**config.mk**
```make
export PLATFORM = sky130hd
export DESIGN_NAME = rbp_host_port
export DESIGN_NICKNAME = d
export VERILOG_FILES = /design/src/inc/rbp_pkg.sv /design/src/hdl/rbp_host_port.sv /design/src/hdl/rbp_pin_sync.sv
export SDC_FILE = /design/constraint.sdc
export NUM_CORES = 1
export LEC_CHECK = 0
export ABC_CLOCK_PERIOD_IN_PS = 3900
export BUFFER_PORTS_ARGS = -buffer_cell sky130_fd_sc_hd__buf_2
export CAP_MARGIN = 30
export CORE_MARGIN = 3
export CORE_UTILIZATION = 58
export CTS_CLUSTER_SIZE = 16
export DETAILED_ROUTE_END_ITERATION = 6
export GPL_ROUTABILITY_DRIVEN = 0
export PLACE_DENSITY = 0.83
export SLEW_MARGIN = 20
export SYNTH_ARGS = -nofsm -noshare
export SYNTH_HDL_FRONTEND = slang
export SYNTH_SLANG_ARGS = --single-unit
export TNS_END_PERCENT = 30
```
**constraint.sdc**
```tcl
create_clock -name clk_sys -period 3.9 [get_ports clk_sys]
set_input_delay 0.975 -clock clk_sys [delete_from_list [all_inputs] [get_ports clk_sys]]
set_output_delay 0.975 -clock clk_sys [all_outputs]
set_load 0.005 [all_outputs]
```
**src/inc/rbp_pkg.sv**
```systemverilog
/*
  shared constants, register map and types of the rtc host bus port.
  assumes the counter block outside packs its live time as the snapshot layout below.
*/
package rbp_pkg;
  localparam int ADDR_W  = 5;
  localparam int DATA_W  = 8;
  localparam int SNAP_W  = 36;
  localparam int FLAG_W  = 7;
  localparam int NUM_CNT = 8;
  localparam int CIDX_W  = 3;
  localparam int ACC_W   = 23;
  localparam int DIV_W   = 6;
  localparam int PIN_W   = 18;

  localparam logic [ADDR_W-1:0] ADDR_HUND     = 5'h00;
  localparam logic [ADDR_W-1:0] ADDR_CNT_LAST = 5'h07;
  localparam logic [ADDR_W-1:0] ADDR_IRQ      = 5'h10;
  localparam logic [ADDR_W-1:0] ADDR_CMD      = 5'h11;

  localparam int CMD_FSEL    = 0;
  localparam int CMD_RUN     = 3;
  localparam int CMD_IEN     = 4;
  localparam int CMD_TEST    = 5;
  localparam int STAT_GLOBAL = 7;

  localparam logic [DATA_W-1:0] CMD_RST   = 8'h00;
  localparam logic [DATA_W-1:0] MASK_RST  = 8'h00;
  localparam logic [DATA_W-1:0] BYTE_ZERO = 8'h00;
  localparam logic [FLAG_W-1:0] FLAG_RST  = 7'h00;
  localparam logic [SNAP_W-1:0] SNAP_RST  = 36'h000000000;

  // pin bundle {crystal_in, data[7:0], addr[4:0], ale, cs_n, wr_n, rd_n}; strobes idle high
  localparam logic [PIN_W-1:0] PIN_RST = 18'h0000f;

  // fractional divider down to the 4000 hz tick, then by 40 to 100 hz
  localparam logic [ACC_W-1:0] TICK4K_HZ   = 23'h000fa0;
  localparam logic [ACC_W-1:0] ACC_RST     = 23'h000000;
  localparam logic [DIV_W-1:0] DIV100_LAST = 6'h27;
  localparam logic [DIV_W-1:0] DIV_RST     = 6'h00;

  // counter widths and snapshot positions, index = counter address
  localparam int CNT_W   [NUM_CNT] = '{8, 6, 6, 5, 3, 5, 4, 7};
  localparam int CNT_LSB [NUM_CNT] = '{0, 0, 6, 12, 17, 20, 25, 29};

  typedef enum logic [2:0] {
    ST_IDLE  = 3'b001,
    ST_READ  = 3'b010,
    ST_WRITE = 3'b100
  } rbp_state_t;

  function automatic logic [ACC_W-1:0] rbp_xtal_hz(input logic [1:0] sel);
    case (sel)
      2'h0:    rbp_xtal_hz = 23'h008000;
      2'h1:    rbp_xtal_hz = 23'h100000;
      2'h2:    rbp_xtal_hz = 23'h200000;
      default: rbp_xtal_hz = 23'h400000;
    endcase
  endfunction

  function automatic logic rbp_is_cnt(input logic [ADDR_W-1:0] a);
    rbp_is_cnt = (a <= ADDR_CNT_LAST);
  endfunction
endpackage

```
**src/hdl/rbp_host_port.sv**
```systemverilog
/*
  rtc host bus port: strobe decode, address latch, time snapshot, tick hold-off,
  prescaler, control registers and interrupt status.
  assumes an outside counter block that applies cnt_advance and cnt_wr_* and reports cnt_event.
*/
`timescale 1ns/1ps
`default_nettype none
module rbp_host_port
  import rbp_pkg::*;
(
  input  wire logic                    clk_sys,
  input  wire logic                    nrst,
  input  wire logic                    rd_n,
  input  wire logic                    wr_n,
  input  wire logic                    cs_n,
  input  wire logic                    ale,
  input  wire logic [rbp_pkg::ADDR_W-1:0] addr,
  input  wire logic [rbp_pkg::DATA_W-1:0] data_in,
  output var  logic [rbp_pkg::DATA_W-1:0] data_out,
  output logic                         data_oe,
  input  wire logic                    crystal_in,
  input  wire logic [rbp_pkg::DATA_W-1:0] cnt_hundredths,
  input  wire logic [rbp_pkg::SNAP_W-1:0] cnt_time,
  input  wire logic [rbp_pkg::FLAG_W-1:0] cnt_event,
  output var  logic                    cnt_advance,
  output var  logic                    cnt_wr,
  output var  logic [rbp_pkg::CIDX_W-1:0] cnt_wr_addr,
  output var  logic [rbp_pkg::DATA_W-1:0] cnt_wr_data,
  output var  logic                    irq_drive
);
  import rbp_pkg::*;

  logic [PIN_W-1:0]  pins_s;
  logic              rd_act;
  logic              wr_act;
  logic              cs_n_s;
  logic              ale_s;
  logic [ADDR_W-1:0] addr_s;
  logic [DATA_W-1:0] din_s;
  logic              xtal_s;
  logic              xtal_prev;
  logic [ADDR_W-1:0] lat_addr;
  logic              lat_cs_n;
  logic [ADDR_W-1:0] acc_addr;
  logic              sel;
  rbp_state_t        state;
  rbp_state_t        next_state;
  logic              st_read;
  logic              rd_start;
  logic              rd_end;
  logic              wr_end;
  logic [SNAP_W-1:0] snapshot;
  logic [DATA_W-1:0] snap_word [NUM_CNT];
  logic [DATA_W-1:0] rd_word;
  logic [DATA_W-1:0] cmd;
  logic [DATA_W-1:0] mask;
  logic [FLAG_W-1:0] status_flags;
  logic              global_flag;
  logic              stat_clr;
  logic              hit;
  logic              xtal_edge;
  logic [ACC_W-1:0]  acc;
  logic [ACC_W-1:0]  acc_sum;
  logic [ACC_W-1:0]  xtal_hz;
  logic              tick4k;
  logic [DIV_W-1:0]  div100;
  logic              tick100;
  logic              tick_req;
  logic              pending;
  logic              next_advance;
  logic              wr_cnt;

  // strobes sampled active low
  rbp_pin_sync #(.W(PIN_W), .RST_VAL(PIN_RST)) rbp_pin_sync_i (
    .clk_sys (clk_sys),
    .nrst    (nrst),
    .pin     ({crystal_in, data_in, addr, ale, cs_n, wr_n, rd_n}),
    .q       (pins_s)
  );
  assign rd_act = ~pins_s[0];
  assign wr_act = ~pins_s[1];
  assign cs_n_s = pins_s[2];
  assign ale_s  = pins_s[3];
  assign addr_s = pins_s[8:4];
  assign din_s  = pins_s[16:9];
  assign xtal_s = pins_s[17];

  // ale high is transparent, falling ale holds address and select
  assign acc_addr = ale_s ? addr_s : lat_addr;
  // a grounded select leaves the strobes alone in charge
  assign sel      = ~(ale_s ? cs_n_s : lat_cs_n);

  always_comb begin
    next_state = state;
    case (state)
      ST_IDLE: begin
        if (sel && rd_act) begin
          next_state = ST_READ;
        end else if (sel && wr_act) begin
          next_state = ST_WRITE;
        end
      end
      ST_READ: begin
        if (!rd_act) begin
          next_state = ST_IDLE;
        end
      end
      ST_WRITE: begin
        if (!wr_act) begin
          next_state = ST_IDLE;
        end
      end
      default: next_state = ST_IDLE;
    endcase
  end

  assign st_read  = (state == ST_READ);
  assign rd_start = (state == ST_IDLE) && sel && rd_act;
  assign rd_end   = st_read && !rd_act;
  // data taken at the end of the strobe, when the host bus is surely settled
  assign wr_end   = (state == ST_WRITE) && !wr_act;
  assign wr_cnt   = wr_end && rbp_is_cnt(acc_addr);
  assign stat_clr = rd_end && (acc_addr == ADDR_IRQ);

  // live hundredths, the others from the snapshot
  assign snap_word[0] = cnt_hundredths;
  genvar i;
  for (i = 1; i < NUM_CNT; i++) begin : g_field
    assign snap_word[i] = DATA_W'(snapshot[CNT_LSB[i] +: CNT_W[i]]);
  end
  assign rd_word = rbp_is_cnt(acc_addr) ? snap_word[acc_addr[CIDX_W-1:0]] :
                   (acc_addr == ADDR_IRQ) ? {global_flag, status_flags} : BYTE_ZERO;
  // bus driven only while a selected read is under way
  assign data_oe = st_read;

  // fractional divider, so the 4000 hz tick jitters but averages true
  assign xtal_edge = xtal_s && !xtal_prev;
  assign xtal_hz   = rbp_xtal_hz(cmd[CMD_FSEL +: 2]);
  assign acc_sum   = acc + TICK4K_HZ;
  assign tick4k    = xtal_edge && (acc_sum >= xtal_hz);
  assign tick100   = tick4k && (div100 == DIV100_LAST);
  // test mode feeds raw oscillator edges run bit gates
  assign tick_req  = cmd[CMD_RUN] && (cmd[CMD_TEST] ? xtal_edge : tick100);
  // hold off during reads, one pending tick at most
  assign next_advance = !st_read && (tick_req || pending);

  // an event meeting its mask with the enable bit turns the output on
  assign hit = cmd[CMD_IEN] && |(cnt_event & mask[FLAG_W-1:0]);

  always_ff @(posedge clk_sys or negedge nrst) begin
    if (!nrst) begin
      state     <= ST_IDLE;
      lat_addr  <= ADDR_HUND;
      lat_cs_n  <= PIN_RST[2];
      xtal_prev <= PIN_RST[17];
      data_out  <= BYTE_ZERO;
    end else begin
      state     <= next_state;
      xtal_prev <= xtal_s;
      data_out  <= rd_word;
      if (ale_s) begin
        lat_addr <= addr_s;
        lat_cs_n <= cs_n_s;
      end
    end
  end

  always_ff @(posedge clk_sys or negedge nrst) begin
    if (!nrst) begin
      snapshot <= SNAP_RST;
    end else if (rd_start && acc_addr == ADDR_HUND) begin
      snapshot <= cnt_time;
    end
  end

  always_ff @(posedge clk_sys or negedge nrst) begin
    if (!nrst) begin
      cmd  <= CMD_RST;
      mask <= MASK_RST;
    end else if (wr_end && acc_addr == ADDR_CMD) begin
      cmd  <= din_s;
    end else if (wr_end && acc_addr == ADDR_IRQ) begin
      mask <= din_s;
    end
  end

  always_ff @(posedge clk_sys or negedge nrst) begin
    if (!nrst) begin
      cnt_wr      <= 1'b0;
      cnt_wr_addr <= ADDR_HUND[CIDX_W-1:0];
      cnt_wr_data <= BYTE_ZERO;
    end else begin
      cnt_wr <= wr_cnt;
      if (wr_cnt) begin
        cnt_wr_addr <= acc_addr[CIDX_W-1:0];
        cnt_wr_data <= din_s;
      end
    end
  end

  always_ff @(posedge clk_sys or negedge nrst) begin
    if (!nrst) begin
      acc         <= ACC_RST;
      div100      <= DIV_RST;
      pending     <= 1'b0;
      cnt_advance <= 1'b0;
    end else begin
      cnt_advance <= next_advance;
      pending     <= st_read && (pending || tick_req);
      if (xtal_edge) begin
        acc <= tick4k ? acc_sum - xtal_hz : acc_sum;
      end
      if (tick4k) begin
        div100 <= (div100 == DIV100_LAST) ? DIV_RST : div100 + DIV_W'(1'b1);
      end
    end
  end

  // new events win over the clearing read, so none is lost
  always_ff @(posedge clk_sys or negedge nrst) begin
    if (!nrst) begin
      status_flags <= FLAG_RST;
      global_flag  <= 1'b0;
      irq_drive    <= 1'b0;
    end else begin
      status_flags <= (status_flags & ~{FLAG_W{stat_clr}}) | cnt_event;
      global_flag  <= hit || (global_flag && !stat_clr);
      irq_drive    <= hit || (irq_drive && !stat_clr);
    end
  end
endmodule
`default_nettype wire

```
**src/hdl/rbp_pin_sync.sv**
```systemverilog
/*
  three-flop synchroniser for a bundle of pins, with a two-of-two agreement filter.
  assumes the pins are asynchronous to clk_sys and slower than a few cycles.
*/
`timescale 1ns/1ps
`default_nettype none
module rbp_pin_sync #(
  parameter int           W       = 1,
  parameter logic [W-1:0] RST_VAL = '0
) (
  input  wire logic         clk_sys,
  input  wire logic         nrst,
  input  wire logic [W-1:0] pin,
  output var  logic [W-1:0] q
);
  logic [W-1:0] s1;
  logic [W-1:0] s2;
  logic [W-1:0] s3;
  logic [W-1:0] next_q;

  // a bit moves only once the second and third stages agree
  genvar i;
  for (i = 0; i < W; i++) begin : g_bit
    assign next_q[i] = (s2[i] == s3[i]) ? s3[i] : q[i];
  end

  always_ff @(posedge clk_sys or negedge nrst) begin
    if (!nrst) begin
      s1 <= RST_VAL;
      s2 <= RST_VAL;
      s3 <= RST_VAL;
      q  <= RST_VAL;
    end else begin
      s1 <= pin;
      s2 <= s1;
      s3 <= s2;
      q  <= next_q;
    end
  end
endmodule
`default_nettype wire

```
# Word level (Yosys, flattened, before mapping)
# Cells that the tools add are included.
[op_classes]
add_sub_neg = 3
n_mul = 0
div_mod_pow = 0
magnitude_cmp = 3
eq_ne = 29
n_shift = 0
mux = 16
bitwise = 9
reduce_logical = 31
[ops]
columns = ["cell", "n"]
rows = [
  ["23-bit case mux with 3 select lines", 1],
  ["8-bit two-way mux", 4],
  ["8-bit binary-select mux with 3-bit select", 1],
  ["23-bit by 12-bit adder with 23-bit output (second input constant)", 1],
  ["23-bit greater-or-equal comparator", 1],
  ["23-bit two-way mux", 1],
  ["23-bit subtractor", 1],
  ["1-bit logical AND", 20],
  ["1-bit equality test", 18],
  ["7-bit AND", 2],
  ["3-bit two-way mux", 4],
  ["5-bit equality test (second input constant)", 2],
  ["3-bit case mux with 3 select lines", 1],
  ["7-bit inverter", 1],
  ["7-bit bitwise OR", 1],
  ["7-bit OR reduction", 1],
  ["6-bit by 1-bit adder with 6-bit output (second input constant)", 1],
  ["6-bit equality test (second input constant)", 1],
  ["6-bit two-way mux", 1],
  ["5-bit by 3-bit <= comparator with 1-bit output (second input constant)", 1],
  ["5-bit logical NOT", 1],
  ["5-bit two-way mux", 1],
  ["4-bit greater-or-equal comparator (second input constant)", 1],
  ["2-bit by 1-bit inequality test with 1-bit output (second input constant)", 2],
  ["14 further kinds", 22],
]
[totals]
ff_bits = 191
latch_bits = 0
ramBits = 0
mem_bits_ro = 0
inputBits = 71
out_inout_bits = 23
elab_cells = 130
mem_count = 0

# Longest topological paths before layout
# Gate-level depths: netlist of run 1.
[logic_depth]
ltp_word = 9
ltp_mapped = 14
mapped_depth_nobuf = 14

# Modules after synthesis
# A second synthesis of run 1 with hierarchy kept.
[hier_totals]
cells_unflattened = 615
area_unflattened_um2 = 7543.5
[modules_own_cells]
columns = ["mod", "n_inst", "cells_per_inst", "area_per_inst_um2", "seq_area_each_um2"]
rows = [
  ["rbp_host_port", 1, 525, 5519.0, 2830.2],
  ["rbp_pin_sync", 1, 90, 2024.4, 1821.7],
]

# Worst setup path before layout of run 1
# Ideal clock, no wire load.
[synth_timing]
path_type = "register -> register"
startpoint = "reg acc[13]"
endpoint = "reg acc[15]"
setup_time_ns = 0.121
arrival_ns = 2.785
t_required_ns = 3.779
path_slack_ns = 0.994
stages_incl_launch_ff = 14
path_buffers = 2
synth_period_minus_slack_ns = 2.906
cell_sequence = "dfrtp_1 buf_2 nand4_1 a21oi_1 nand3_1 xnor2_1 ha_1 inv_1 nor2_1 nor2_1 o21a_1 buf_2 a21oi_1 o22a_1"
[synth_via]
elab_chain_len = 4
elab_cells_between_ends = 5
classes_between = "2 x add/sub; 1 x order compare; 1 x mux; 1 x reduce/logical"
[synth_rtl]
columns = ["element", "line", "text"]
rows = [
  ["start: declaration", "rbp_host_port.sv:62", "logic [ACC_W-1:0] acc;"],
  ["start signal: assignment", "rbp_host_port.sv:211", "acc <= tick4k ? acc_sum - xtal_hz : acc_sum;"],
  ["23-bit by 12-bit adder with 23-bit output *", "rbp_host_port.sv:139", "assign acc_sum = acc + TICK4K_HZ;"],
  ["23-bit greater-or-equal comparator", "rbp_host_port.sv:140", "assign tick4k = xtal_edge && (acc_sum >= xtal_hz);"],
  ["1-bit logical AND", "rbp_host_port.sv:140", ""],
  ["23-bit two-way mux *", "rbp_host_port.sv:211", ""],
]
# Mark *: on every way between the ends. The rest lies on a longest branch, timed or not.
# A chain may end at the register's enable or synchronous reset.

# Final worst setup path of run 1
[layout_timing]
startpoint = "reg acc[5]"
endpoint = "reg div100[3]"
[layout_via]
elab_chain_len = 3
[layout_rtl]
columns = ["element", "line", "text"]
rows = [
  ["23-bit by 12-bit adder with 23-bit output", "rbp_host_port.sv:139", ""],
  ["23-bit greater-or-equal comparator", "rbp_host_port.sv:140", ""],
  ["1-bit logical AND", "rbp_host_port.sv:140", ""],
  ["end signal: assignment", "rbp_host_port.sv:214", "div100 <= (div100 == DIV100_LAST) ? DIV_RST : div100 + DIV_W'(1'b1);"],
  ["end: declaration", "rbp_host_port.sv:66", "logic [DIV_W-1:0] div100;"],
]
# No other way between the ends.

==> flow_results.xml, run 1 <==
<?xml version="1.0" encoding="UTF-8"?>
<metrics>
  <group name="finish">
    <metric name="layoutNonFillerInstCount" unit="">888</metric>
    <metric name="final_net_count" unit="">786</metric>
    <metric name="layout-area-overhead-vs-synth" unit="%">16.9</metric>
    <metric name="insertedDiodeCount" unit="">0</metric>
    <metric name="layout.core_utilization" unit="%">71.4</metric>
    <metric name="final_layout_size_suffix_gt1_share" unit="%">29.0</metric>
  </group>
  <group name="clocking">
    <metric name="tritoncts_clock_tree" unit="">yes</metric>
    <metric name="clkLatencyLatePin" unit="ns">0.43</metric>
    <metric name="cts_max_level" unit="">4</metric>
    <metric name="cts.hold.buffers_added" unit="">0</metric>
    <metric name="cts_setup_buffers" unit="">0</metric>
    <metric name="clock_slew_seen_by_the_registers_of_the_worst_setup_and_hold_paths" unit="ns">0.07</metric>
    <metric name="cts-root-buf" unit="">clkbuf_16</metric>
    <metric name="cts.sinks" unit="">185</metric>
    <metric name="tritoncts.num_buffers" unit="">17</metric>
    <metric name="max-clock-path-buffers" unit="">2</metric>
  </group>
  <group name="power">
    <metric name="intPower" unit="uW">4020</metric>
    <metric name="max-vdd-ir-drop" unit="mV">0.380</metric>
    <metric name="share_seq_of_total_power" unit="%">45.4</metric>
    <metric name="power.share.combinational" unit="%">25.0</metric>
    <metric name="power.density_cell_area" unit="mW/mm^2">682</metric>
    <metric name="clock_power_share" unit="%">29.6</metric>
    <metric name="power_switching_share" unit="%">32.9</metric>
    <metric name="switchingPower" unit="uW">1970</metric>
    <metric name="reported_leakage_power" unit="uW">0.00401</metric>
  </group>
  <group name="timing">
    <metric name="finalSetupViolations" unit="">0</metric>
    <metric name="rsz0062_at_grt" unit="">false</metric>
    <metric name="achievable-frequency" unit="MHz">283</metric>
    <metric name="final_period_minus_worst_setup_slack" unit="ns">3.53</metric>
    <metric name="tightest_pin_transition" unit="ns">0.947</metric>
    <metric name="timing_max_transition_violations_final" unit="">0</metric>
    <metric name="final_clock_skew" unit="ns">0.0100</metric>
    <metric name="final_hold_viol_count" unit="">0</metric>
    <metric name="holdWs" unit="ns">0.345</metric>
    <metric name="finalCritPeriodShare" unit="%">90.6</metric>
    <metric name="totalNegativeSetupSlack" unit="ns">0</metric>
    <metric name="max_slew_margin" unit="%">36.8</metric>
  </group>
  <group name="floorplanning">
    <metric name="design.die.area" unit="mm^2">0.0144</metric>
    <metric name="placeableCoreArea" unit="mm^2">0.0123</metric>
    <metric name="rows" unit="">40</metric>
    <metric name="start_util" unit="%">61.0</metric>
    <metric name="die_w" unit="um">120</metric>
    <metric name="die_height" unit="um">120</metric>
    <metric name="ioPinCount" unit="">94</metric>
  </group>
  <group name="critical_path">
    <metric name="r2r-start" unit="">acc[5]</metric>
    <metric name="worst-r2r-cell-count" unit="">13</metric>
    <metric name="start_kind" unit="">flip-flop</metric>
    <metric name="required" unit="ns">4.27</metric>
    <metric name="critical_path.reg2reg.endpoint" unit="">div100[3]</metric>
    <metric name="setup.reg_to_reg.worst_slack" unit="ns">0.37</metric>
    <metric name="crit_type" unit="">flip-flop to flip-flop</metric>
    <metric name="max_fanout_on_critical_path" unit="">14</metric>
    <metric name="crit_arrival" unit="ns">3.90</metric>
    <metric name="worst_setup_path_end_kind" unit="">flip-flop</metric>
  </group>
  <group name="drt">
    <metric name="finalWirelength" unit="um">16300</metric>
    <metric name="drtAntennaViolNets" unit="">0</metric>
    <metric name="route.vias.total" unit="">5265</metric>
    <metric name="drt-vias-per-instance" unit="">5.93</metric>
    <metric name="drt_iter0_markers" unit="">480</metric>
    <metric name="routedWlPerCell" unit="um">18.3</metric>
    <metric name="drt_drc_violations_left" unit="">0</metric>
    <metric name="first_pass_iters" unit="">5</metric>
  </group>
  <group name="run">
    <metric name="max_cap_viol_count" unit="">0</metric>
  </group>
  <group name="worst_hold_path">
    <metric name="timing.hold.worst_path_depth" unit="">0</metric>
    <metric name="holdPathEnd" unit="">rbp_pin_sync_i.s2[10]</metric>
    <metric name="hold_start" unit="">rbp_pin_sync_i.s1[10]</metric>
    <metric name="hp-class" unit="">flip-flop to flip-flop</metric>
  </group>
  <group name="global_routing">
    <metric name="global_route.overflow_total" unit="">0</metric>
    <metric name="grt_start_max_net_pins" unit="">79</metric>
    <metric name="antenna_found_initial" unit="">0</metric>
    <metric name="grt_first_pass_wirelength" unit="um">27100</metric>
    <metric name="first_global_vias" unit="">5423</metric>
    <metric name="track_usage" unit="%">24.3</metric>
  </group>
  <group name="run_status">
    <metric name="run_status" unit="">complete, no violations</metric>
  </group>
  <group name="placement">
    <metric name="dpl.hpwl" unit="um">11000</metric>
    <metric name="dp_cells" unit="">856</metric>
    <metric name="placement.io_buffers" unit="">93</metric>
  </group>
  <group name="synth">
    <metric name="synth_cells" unit="">610</metric>
    <metric name="yosysWarningCount" unit="">0</metric>
    <metric name="dominantRegCellSynth" unit="">dfrtp_1</metric>
    <metric name="avgSynthCellArea" unit="um^2">12.3</metric>
    <metric name="synth_seq_area_share" unit="%">61.9</metric>
    <metric name="synth_edf_count" unit="">0</metric>
    <metric name="yosys_register_bits" unit="">185</metric>
    <metric name="synth.lib_cells_used.distinct" unit="">64</metric>
    <metric name="postSynth.asyncResetShare" unit="%">100</metric>
    <metric name="synth.net_count" unit="">689</metric>
    <metric name="netlist_area" unit="mm^2">0.00751</metric>
  </group>
</metrics>
## per-layer routing
| metal | GRT usage (%) | share of wire (%) |
|---|---|---|
| met1 | 32.2 | 42 |
| met2 | 38.7 | 49 |
| met3 | 5.47 | 6.4 |
| met4 | 11.0 | 2.8 |
| met5 | 0 | 0 |
## through the flow
step                setup WS (ns)  power, uW  instance area (um^2)
global route             0.000999       6320                  8790
finish                      0.368       5990                  8790
floorplan                   0.994       3740                  7510
detailed placement          0.278       4180                  8170
CTS                         0.226       5990                  8780
global placement            0.565       4070                  8170
## power groups by stage
stage	registers, uW	logic, uW	clock network (uW)
CTS	2710	1490	1790
global route	2770	1660	1890
finish	2720	1500	1770
global placement	2690	1380	0
floorplan	2590	1150	0
detailed placement	2720	1460	0
## worst max path at each step
stage	start	end	slack (ns)	cells after the start
after floorplan	acc[13]	acc[15]	0.99	13
after global placement	acc[12]	div100[1]	0.57	11
after detailed placement	acc[13]	div100[0]	0.28	11
after CTS	acc[13]	div100[1]	0.23	11
after global routing	acc[5]	acc[17]	0.001	13
final	acc[5]	div100[3]	0.37	13
## sequential cells by signal, summed over array words and instances, names as in the netlist, 3 cells and up
name and flops:
acc 18, cmd 5, cnt_wr_addr 3, cnt_wr_data 8
data_out 8, div100 6, lat_addr 5, mask 7
rbp_pin_sync_i.q 18, rbp_pin_sync_i.s1 18, rbp_pin_sync_i.s2 18, rbp_pin_sync_i.s3 18
snapshot 36, state 3, status_flags 7
## timing repair
action                                  4_1_cts  5_1_grt
gates resized for setup                       0        1
hold endpoints to repair                      0        0
endpoints found under the setup margin        0        8
## final cells by class
cell class | instances | area (um^2)
sequential | 185 | 4650
fill | 846 | 3530
multi-input combinational | 392 | 2730
timing repair buffer | 100 | 537
clock buffer | 18 | 439
tap | 168 | 210
clock inverter | 14 | 178
inverter | 11 | 41.3
## layout by cell type, fill, tap and decap left out, drive strengths merged, types with 3 or more instances in the layout
master / synthesis / routed
xor2: 9 / 9
nor3: 13 / 13
o311ai: 3 / 3
clkinv: 3 / 7
dfstp: 18 / 18
a211oi: 4 / 4
mux2i: 13 / 13
nor3b: 4 / 4
nand2b: 5 / 5
and3: 15 / 15
o21ai: 18 / 18
ha: 8 / 8
nand4: 9 / 9
nand2: 95 / 95
inv: 8 / 16
nor2: 19 / 19
or2: 3 / 3
maj3: 18 / 18
dfrtp: 167 / 167
a31oi: 7 / 7
a21o: 11 / 11
a311oi: 4 / 4
or4: 3 / 3
or3: 4 / 4
nand3: 10 / 10
clkbuf: 13 / 18
xnor2: 14 / 14
a22oi: 4 / 4
a21oi: 18 / 18
buf: 9 / 100
mux2: 50 / 50
## logic make-up after synthesis
group | after synthesis | synth area share, %
simple gates | 190 | 12.4
buf+inv | 33 | 1.90
flops | 185 | 61.9
xor+xnor | 23 | 2.78
mux | 63 | 9.23
compound gates | 90 | 8.08
fa+ha+maj | 26 | 3.73
## cells in the mapped netlist, types with 3 or more instances
library cell  count  area [um^2]
dfrtp_1         167         4180
nand2_1          95          357
mux2_2           48          541
nor2_1           19         71.3
a21oi_1          18         90.1
dfstp_2          18          473
maj3_1           18          180
and3_1           15         93.8
o21ai_0          14         70.1
clkbuf_1         13         48.8
mux2i_1          13          130
xnor2_1          13          114
a21o_1           11         82.6
nor3_1           11         55.1
nand3_1          10         50.1
nand4_1           9         56.3
xor2_1            9         78.8
ha_1              8          100
inv_1             8         30.0
a31oi_1           7         43.8
buf_2             6         30.0
nand2b_1          5         31.3
a211oi_1          4         30.0
a22oi_1           4         30.0
a311oi_1          4         35.0
o21ai_1           4         20.0
or3_1             4         25.0
clkinv_1          3         11.3
nor3b_1           3         22.5
or2_2             3         18.8
## worst max-delay path, cell delays in order (launching register included)
cell and delay (ns):
dfrtp_1 0.44, ha_1 0.27, nor2_1 0.30, nand2_1 0.12, nand4_1 0.15, xor2_1 0.08, ha_1 0.30, nand3b_1 0.09
nor3_1 0.14, o2111ai_1 0.23, o31a_1 0.32, o21a_1 0.35, or4_1 0.58, nand2_1 0.08
Power figures use the tool's default switching activity.
==> inputs of run 2 (changes only) <==
--- a/config.mk
+++ b/config.mk
@@ -9,11 +9,12 @@
 export BUFFER_PORTS_ARGS = -buffer_cell sky130_fd_sc_hd__buf_2
 export CAP_MARGIN = 30
 export CORE_MARGIN = 3
-export CORE_UTILIZATION = 58
+export CORE_UTILIZATION = 28
 export CTS_CLUSTER_SIZE = 16
 export DETAILED_ROUTE_END_ITERATION = 6
 export GPL_ROUTABILITY_DRIVEN = 0
-export PLACE_DENSITY = 0.83
+export PLACE_DENSITY = 0.47
+export SKIP_CTS_REPAIR_TIMING = 1
 export SLEW_MARGIN = 20
 export SYNTH_ARGS = -nofsm -noshare
 export SYNTH_HDL_FRONTEND = slang
==> run 2 against run 1 <==
  * Core utilization down 37 points
  * First-iteration DRC count decreased by 23%
  * Design area increased by 2.7%
  * Die area increased by 100%
==> flow_results.xml, run 2 (same netlist as run 1, synthesis figures left out) <==
<?xml version="1.0" encoding="UTF-8"?>
<metrics>
  <group name="run_status">
    <metric name="run_status" unit="">complete, no violations</metric>
  </group>
  <group name="drt">
    <metric name="finalWirelength" unit="um">17400</metric>
    <metric name="drtAntennaViolNets" unit="">0</metric>
    <metric name="drt_drc_violations_left" unit="">0</metric>
    <metric name="drt-vias-per-instance" unit="">4.72</metric>
    <metric name="routedWlPerCell" unit="um">16.5</metric>
    <metric name="first_pass_iters" unit="">4</metric>
    <metric name="route.vias.total" unit="">4982</metric>
    <metric name="drt_iter0_markers" unit="">371</metric>
  </group>
  <group name="floorplanning">
    <metric name="die_height" unit="um">170</metric>
    <metric name="placeableCoreArea" unit="mm^2">0.0262</metric>
    <metric name="start_util" unit="%">28.7</metric>
    <metric name="design.die.area" unit="mm^2">0.0288</metric>
    <metric name="ioPinCount" unit="">94</metric>
    <metric name="die_w" unit="um">170</metric>
    <metric name="rows" unit="">59</metric>
  </group>
  <group name="global_routing">
    <metric name="grt_start_max_net_pins" unit="">89</metric>
    <metric name="global_route.overflow_total" unit="">0</metric>
    <metric name="antenna_found_initial" unit="">0</metric>
    <metric name="first_global_vias" unit="">5336</metric>
    <metric name="track_usage" unit="%">12.7</metric>
    <metric name="grt_first_pass_wirelength" unit="um">28800</metric>
  </group>
  <group name="finish">
    <metric name="nFillCells" unit="">2575</metric>
    <metric name="final_layout_size_suffix_gt1_share" unit="%">28.7</metric>
    <metric name="top_register" unit="">snapshot</metric>
    <metric name="layout_common_cells" unit="">167 x dfrtp_1, 95 x nand2_1, 92 x buf_2</metric>
    <metric name="insertedDiodeCount" unit="">0</metric>
    <metric name="layout-area-overhead-vs-synth" unit="%">20.1</metric>
    <metric name="most_common_library_cell_in_the_layout_ignoring_fill_and_taps" unit="">dfrtp_1</metric>
    <metric name="layout.core_utilization" unit="%">34.4</metric>
    <metric name="layoutNonFillerInstCount" unit="">1056</metric>
    <metric name="final_net_count" unit="">787</metric>
    <metric name="largest_reg_flops" unit="">36</metric>
  </group>
  <group name="power">
    <metric name="power" unit="uW">5970</metric>
    <metric name="power.density_cell_area" unit="mW/mm^2">661</metric>
    <metric name="reported_leakage_power" unit="uW">0.00401</metric>
    <metric name="max-vdd-ir-drop" unit="mV">0.352</metric>
  </group>
  <group name="critical_path">
    <metric name="worst_setup_path_end_kind" unit="">flip-flop</metric>
    <metric name="required" unit="ns">4.20</metric>
    <metric name="start_kind" unit="">flip-flop</metric>
    <metric name="max_fanout_on_critical_path" unit="">14</metric>
    <metric name="crit_type" unit="">flip-flop to flip-flop</metric>
    <metric name="crit_arrival" unit="ns">3.84</metric>
  </group>
  <group name="timing">
    <metric name="holdWs" unit="ns">0.347</metric>
    <metric name="rsz0062_at_grt" unit="">false</metric>
    <metric name="finalCritPeriodShare" unit="%">90.8</metric>
    <metric name="final_clock_skew" unit="ns">0.00993</metric>
    <metric name="final_period_minus_worst_setup_slack" unit="ns">3.54</metric>
    <metric name="max_slew_margin" unit="%">46.0</metric>
    <metric name="timing_max_transition_violations_final" unit="">0</metric>
    <metric name="finalSetupViolations" unit="">0</metric>
    <metric name="tightest_pin_transition" unit="ns">0.810</metric>
    <metric name="totalNegativeSetupSlack" unit="ns">0</metric>
    <metric name="achievable-frequency" unit="MHz">282</metric>
    <metric name="final_hold_viol_count" unit="">0</metric>
  </group>
  <group name="clocking">
    <metric name="cts-root-buf" unit="">clkbuf_16</metric>
    <metric name="clock_slew_seen_by_the_registers_of_the_worst_setup_and_hold_paths" unit="ns">0.07</metric>
    <metric name="max-clock-path-buffers" unit="">2</metric>
    <metric name="tritoncts.num_buffers" unit="">17</metric>
    <metric name="clkLatencyLatePin" unit="ns">0.42</metric>
    <metric name="cts_max_level" unit="">4</metric>
    <metric name="tritoncts_clock_tree" unit="">yes</metric>
    <metric name="cts.sinks" unit="">185</metric>
  </group>
  <group name="placement">
    <metric name="dpl.hpwl" unit="um">12300</metric>
    <metric name="placement.io_buffers" unit="">93</metric>
    <metric name="dp_cells" unit="">1022</metric>
  </group>
  <group name="run">
    <metric name="max_cap_viol_count" unit="">0</metric>
  </group>
  <group name="worst_hold_path">
    <metric name="hp-class" unit="">flip-flop to flip-flop</metric>
  </group>
</metrics>
run 2: changes by cell type in the layout (fill, tap and decap cells not counted), sizes merged:
cell      change
inv           -8
clkbuf        +8
bufinv        +1
clkinvlp      +1
clkinv        -1
run 2: final cells by class:
| type | instances | area [um^2] | share of cell area, % |
|---|---|---|---|
| clock buffers | 25 | 485 | 5.38 |
| clock inverters | 7 | 120 | 1.33 |
| flip-flops and latches | 185 | 4650 | 51.6 |
| repair buffers | 101 | 567 | 6.28 |
| inverters | 11 | 41.3 | 0.458 |
| multi-input cells | 392 | 2740 | 30.3 |
| well taps | 335 | 419 | 4.65 |
run 2: stage by stage:
step / setup slack, ns / instance area, um^2
6_report: 0.357 / 9020
5_1_grt: 0.0747 / 9020
3_3_place_gp: 0.472 / 8390
4_1_cts: 0.148 / 8990
2_1_floorplan: 0.994 / 7510
3_5_place_dp: 0.161 / 8390
run 2: worst max-delay path: stages, from the launching register on:
cell	delay, ns
dfrtp_1	0.44
ha_1	0.27
nor2_1	0.30
nand2_1	0.12
nand4_1	0.16
xor2_1	0.08
ha_1	0.32
nand3b_1	0.07
nor3_1	0.17
o2111ai_1	0.23
o31a_1	0.31
o21a_1	0.34
nor2_1	0.24
mux2_2	0.36
run 2: path summary, 6_finish.rpt:
path                                            start               endpoint  slack (ns)  depth (start not counted)
worst max-delay path                           acc[5]              div100[1]        0.36                         13
max in group asynchronous                        nrst               lat_cs_n        2.47                          2
worst min-delay path            rbp_pin_sync_i.s1[12]  rbp_pin_sync_i.s2[12]        0.35                          0
worst min register to register  rbp_pin_sync_i.s1[12]  rbp_pin_sync_i.s2[12]        0.35                          0
worst max register to register                 acc[5]              div100[1]        0.36                         13
min in group asynchronous                        nrst           snapshot[31]        0.64                          1
run 2: layer usage:
metal  GRT usage (%)  up-vias  part of all wire (%)
li1                -     2346                     -
met1            17.3     2525                    47
met2            20.8       97                    49
met3            2.11       14                   3.3
met4            3.88        0                   1.2
met5               0        -                     0
run 2: power by group:
| part | total [uW] | switching [uW] | internal (uW) | leakage, uW |
|---|---|---|---|---|
| combinational | 1480 | 789 | 693 | 0.00151 |
| clock | 1780 | 716 | 1060 | 0.000292 |
| sequential | 2700 | 357 | 2350 | 0.00221 |
==> inputs of run 3 (changes only) <==
--- a/config.mk
+++ b/config.mk
@@ -5,6 +5,7 @@
 export SDC_FILE = /design/constraint.sdc
 export NUM_CORES = 1
 export LEC_CHECK = 0
+export ABC_AREA = 1
 export ABC_CLOCK_PERIOD_IN_PS = 3900
 export BUFFER_PORTS_ARGS = -buffer_cell sky130_fd_sc_hd__buf_2
 export CAP_MARGIN = 30
@@ -15,7 +16,6 @@
 export GPL_ROUTABILITY_DRIVEN = 0
 export PLACE_DENSITY = 0.47
 export SKIP_CTS_REPAIR_TIMING = 1
-export SLEW_MARGIN = 20
 export SYNTH_ARGS = -nofsm -noshare
 export SYNTH_HDL_FRONTEND = slang
 export SYNTH_SLANG_ARGS = --single-unit
==> run 3 against run 2 <==
  * Synthesized area up 2.2%
  * Global-route usage down 0.63 points
  * First-iteration DRC count down 39%
  * Via count up 1.2%
  * Highest routed layer is now met5
  * Critical path depth up 6
  * Core utilization up 0.070 points
  * Sequential share of layout area down 0.68 points
==> flow_results.xml, run 3 <==
<?xml version="1.0" encoding="UTF-8"?>
<metrics>
  <group name="synth">
    <metric name="synth.net_count" unit="">775</metric>
    <metric name="synth_top_area_share" unit="%">54.4</metric>
    <metric name="main_combinational_cell_family_by_area_after_synthesis" unit="">simple AND/OR/NAND/NOR gates</metric>
    <metric name="synth_cells" unit="">696</metric>
    <metric name="avgSynthCellArea" unit="um^2">11.0</metric>
    <metric name="synth_compound_area_share" unit="%">7.09</metric>
    <metric name="dominantRegCellSynth" unit="">dfrtp_1</metric>
    <metric name="synth.most_common_cell" unit="">dfrtp_1</metric>
    <metric name="synth_edf_count" unit="">0</metric>
    <metric name="synth_seq_area_share" unit="%">60.6</metric>
    <metric name="yosys_register_bits" unit="">185</metric>
    <metric name="synth.largest_area_cell" unit="">dfrtp_1</metric>
    <metric name="yosysWarningCount" unit="">0</metric>
    <metric name="muxShareOfSynthArea" unit="%">6.88</metric>
    <metric name="synth_top_cells_by_count" unit="">167 x dfrtp_1, 149 x nand2_1, 63 x inv_1, 42 x o21ai_0, 37 x nand3_1</metric>
    <metric name="synth_area_leaders" unit="">dfrtp_1 54%, nand2_1 7.3%, dfstp_2 6.2%</metric>
    <metric name="netlist_area" unit="mm^2">0.00768</metric>
    <metric name="postSynth.asyncResetShare" unit="%">100</metric>
    <metric name="yosys.area_share.xor_xnor" unit="%">1.60</metric>
    <metric name="synth.lib_cells_used.distinct" unit="">49</metric>
    <metric name="yosys.area_share.simple" unit="%">15.6</metric>
    <metric name="synth-adder-area-share" unit="%">3.65</metric>
  </group>
  <group name="clocking">
    <metric name="cts-root-buf" unit="">clkbuf_16</metric>
    <metric name="cts_max_level" unit="">4</metric>
    <metric name="clock_slew_seen_by_the_registers_of_the_worst_setup_and_hold_paths" unit="ns">0.07</metric>
    <metric name="cts.sinks" unit="">185</metric>
    <metric name="max-clock-path-buffers" unit="">2</metric>
    <metric name="tritoncts_clock_tree" unit="">yes</metric>
    <metric name="clkLatencyLatePin" unit="ns">0.42</metric>
    <metric name="tritoncts.num_buffers" unit="">17</metric>
  </group>
  <group name="timing">
    <metric name="totalNegativeSetupSlack" unit="ns">0</metric>
    <metric name="max_slew_margin" unit="%">48.6</metric>
    <metric name="final_clock_skew" unit="ns">0.0125</metric>
    <metric name="rsz0062_at_grt" unit="">false</metric>
    <metric name="finalSetupViolations" unit="">0</metric>
    <metric name="timing_max_transition_violations_final" unit="">0</metric>
    <metric name="achievable-frequency" unit="MHz">300</metric>
    <metric name="final_hold_viol_count" unit="">0</metric>
    <metric name="final_period_minus_worst_setup_slack" unit="ns">3.34</metric>
    <metric name="tightest_pin_transition" unit="ns">0.770</metric>
    <metric name="finalCritPeriodShare" unit="%">85.5</metric>
  </group>
  <group name="finish">
    <metric name="final_layout_size_suffix_gt1_share" unit="%">26.5</metric>
    <metric name="layoutNonFillerInstCount" unit="">1147</metric>
    <metric name="largest_reg_flops" unit="">36</metric>
    <metric name="top_register" unit="">snapshot</metric>
    <metric name="final_net_count" unit="">877</metric>
    <metric name="nFillCells" unit="">2633</metric>
    <metric name="layout-area-overhead-vs-synth" unit="%">19.0</metric>
    <metric name="layout_common_cells" unit="">167 x dfrtp_1, 149 x nand2_1, 92 x buf_2</metric>
    <metric name="most_common_library_cell_in_the_layout_ignoring_fill_and_taps" unit="">dfrtp_1</metric>
    <metric name="final_design_area_no_fill" unit="mm^2">0.00914</metric>
  </group>
  <group name="power">
    <metric name="reported_leakage_power" unit="uW">0.00442</metric>
    <metric name="power.density_cell_area" unit="mW/mm^2">619</metric>
    <metric name="max-vdd-ir-drop" unit="mV">0.298</metric>
  </group>
  <group name="placement">
    <metric name="placement.io_buffers" unit="">93</metric>
    <metric name="dp_cells" unit="">1114</metric>
    <metric name="dpl.hpwl" unit="um">12000</metric>
    <metric name="postPlaceCellArea" unit="mm^2">0.00854</metric>
  </group>
  <group name="drt">
    <metric name="routedWlPerCell" unit="um">14.7</metric>
    <metric name="drt_iter0_markers" unit="">227</metric>
    <metric name="first_pass_iters" unit="">5</metric>
    <metric name="drtAntennaViolNets" unit="">0</metric>
    <metric name="finalWirelength" unit="um">16800</metric>
    <metric name="drt_drc_violations_left" unit="">0</metric>
    <metric name="route.vias.total" unit="">5042</metric>
    <metric name="drt-vias-per-instance" unit="">4.40</metric>
  </group>
  <group name="run">
    <metric name="max_cap_viol_count" unit="">0</metric>
  </group>
  <group name="critical_path">
    <metric name="start_kind" unit="">flip-flop</metric>
    <metric name="timing.critical_path.buf_inv" unit="">1</metric>
    <metric name="worst_setup_path_end_kind" unit="">flip-flop</metric>
    <metric name="path_common_cell" unit="">nor2_1</metric>
    <metric name="path_cells" unit="">ha_1, nor2_1, nand3_2, nand3_1, nor2_1, xor2_1, ha_1, nand2_1, nor2_1, nand3_1, nor2_1, nand2_1, nor2_1, nand4_1, nand3_2, nand2_2, inv_2, nand3_1, o21ai_1</metric>
    <metric name="required" unit="ns">4.25</metric>
    <metric name="max_fanout_on_critical_path" unit="">12</metric>
    <metric name="family_with_the_most_delay_on_the_worst_path" unit="">simple AND/OR/NAND/NOR gates</metric>
    <metric name="crit_arrival" unit="ns">3.69</metric>
    <metric name="timing.critical_path.slowest_stage_cell" unit="">dfrtp_1</metric>
    <metric name="timing.critical_path.slowest_cell_delay" unit="ns">0.42</metric>
    <metric name="crit_type" unit="">flip-flop to flip-flop</metric>
  </group>
  <group name="worst_hold_path">
    <metric name="hp-class" unit="">flip-flop to flip-flop</metric>
  </group>
  <group name="global_routing">
    <metric name="grt_first_pass_wirelength" unit="um">27700</metric>
    <metric name="global_route.overflow_total" unit="">0</metric>
    <metric name="grt_start_max_net_pins" unit="">80</metric>
    <metric name="track_usage" unit="%">12.1</metric>
    <metric name="antenna_found_initial" unit="">1</metric>
    <metric name="first_global_vias" unit="">5106</metric>
  </group>
  <group name="floorplanning">
    <metric name="die_w" unit="um">172</metric>
    <metric name="design.die.area" unit="mm^2">0.0294</metric>
    <metric name="ioPinCount" unit="">94</metric>
    <metric name="die_height" unit="um">172</metric>
    <metric name="placeableCoreArea" unit="mm^2">0.0265</metric>
    <metric name="rows" unit="">59</metric>
    <metric name="start_util" unit="%">29.0</metric>
  </group>
  <group name="run_status">
    <metric name="run_status" unit="">complete, no violations</metric>
  </group>
</metrics>
-- run 3: cell count changes in the layout (fill, tap and decap cells not counted), moves of 27 or more --
cell	before	now
inv_1	8	63
nand2_1	95	149
mux2_2	48	6
mux2_4	0	30
o21ai_0	14	42
nand3_1	10	37
-- run 3: final timing paths --
| path | depth (start not counted) | from | to | slack (ns) |
|---|---|---|---|---|
| worst max-delay path | 19 | acc[5] | div100[3] | 0.56 |
| worst min register to register | 0 | rbp_pin_sync_i.s1[17] | rbp_pin_sync_i.s2[17] | 0.35 |
| min in group asynchronous | 1 | nrst | snapshot[28] | 0.57 |
| worst min-delay path | 0 | rbp_pin_sync_i.s1[17] | rbp_pin_sync_i.s2[17] | 0.35 |
| worst max register to register | 19 | acc[5] | div100[3] | 0.56 |
| max in group asynchronous | 2 | nrst | rbp_pin_sync_i.s2[1] | 2.56 |
-- run 3: cell type report --
class                      count  area (um^2)  area share [%]
sequential                   185         4650            50.9
clock inverter                15          176            1.93
timing repair buffer          97          529            5.79
tap                          335          419            4.59
clock buffer                  17          425            4.65
antenna                        1         2.50          0.0274
inverter                      69          262            2.86
multi-input combinational    428         2680            29.3
-- run 3: cell families after synthesis --
family / count (synthesis)
xor+xnor: 14
fa+ha+maj: 26
compound gates: 88
mux: 37
simple gates: 263
flops: 185
buf+inv: 83
-- run 3: layer usage --
metal / share of wire (%) / GRT usage, %
met5: 0.042 / 0
met4: 1.4 / 3.78
met3: 4.2 / 3.45
met2: 45 / 18.0
met1: 50 / 17.0
-- run 3: through the flow --
stage	utilization [%]	hold WS, ns	worst slack [ns]	total power, uW
3_5_place_dp	32.2	0.335	0.524	3980
6_report	34.5	0.349	0.564	5660
4_1_cts	34.5	0.352	0.499	5760
3_3_place_gp	32.2	0.333	0.657	3980
5_1_grt	34.5	0.355	0.238	6070
2_1_floorplan	-	0.331	1.12	3540
-- run 3: where the power goes --
part	switching [uW]	internal (uW)
Clock	820	918
Sequential	241	2270
Combinational	834	582
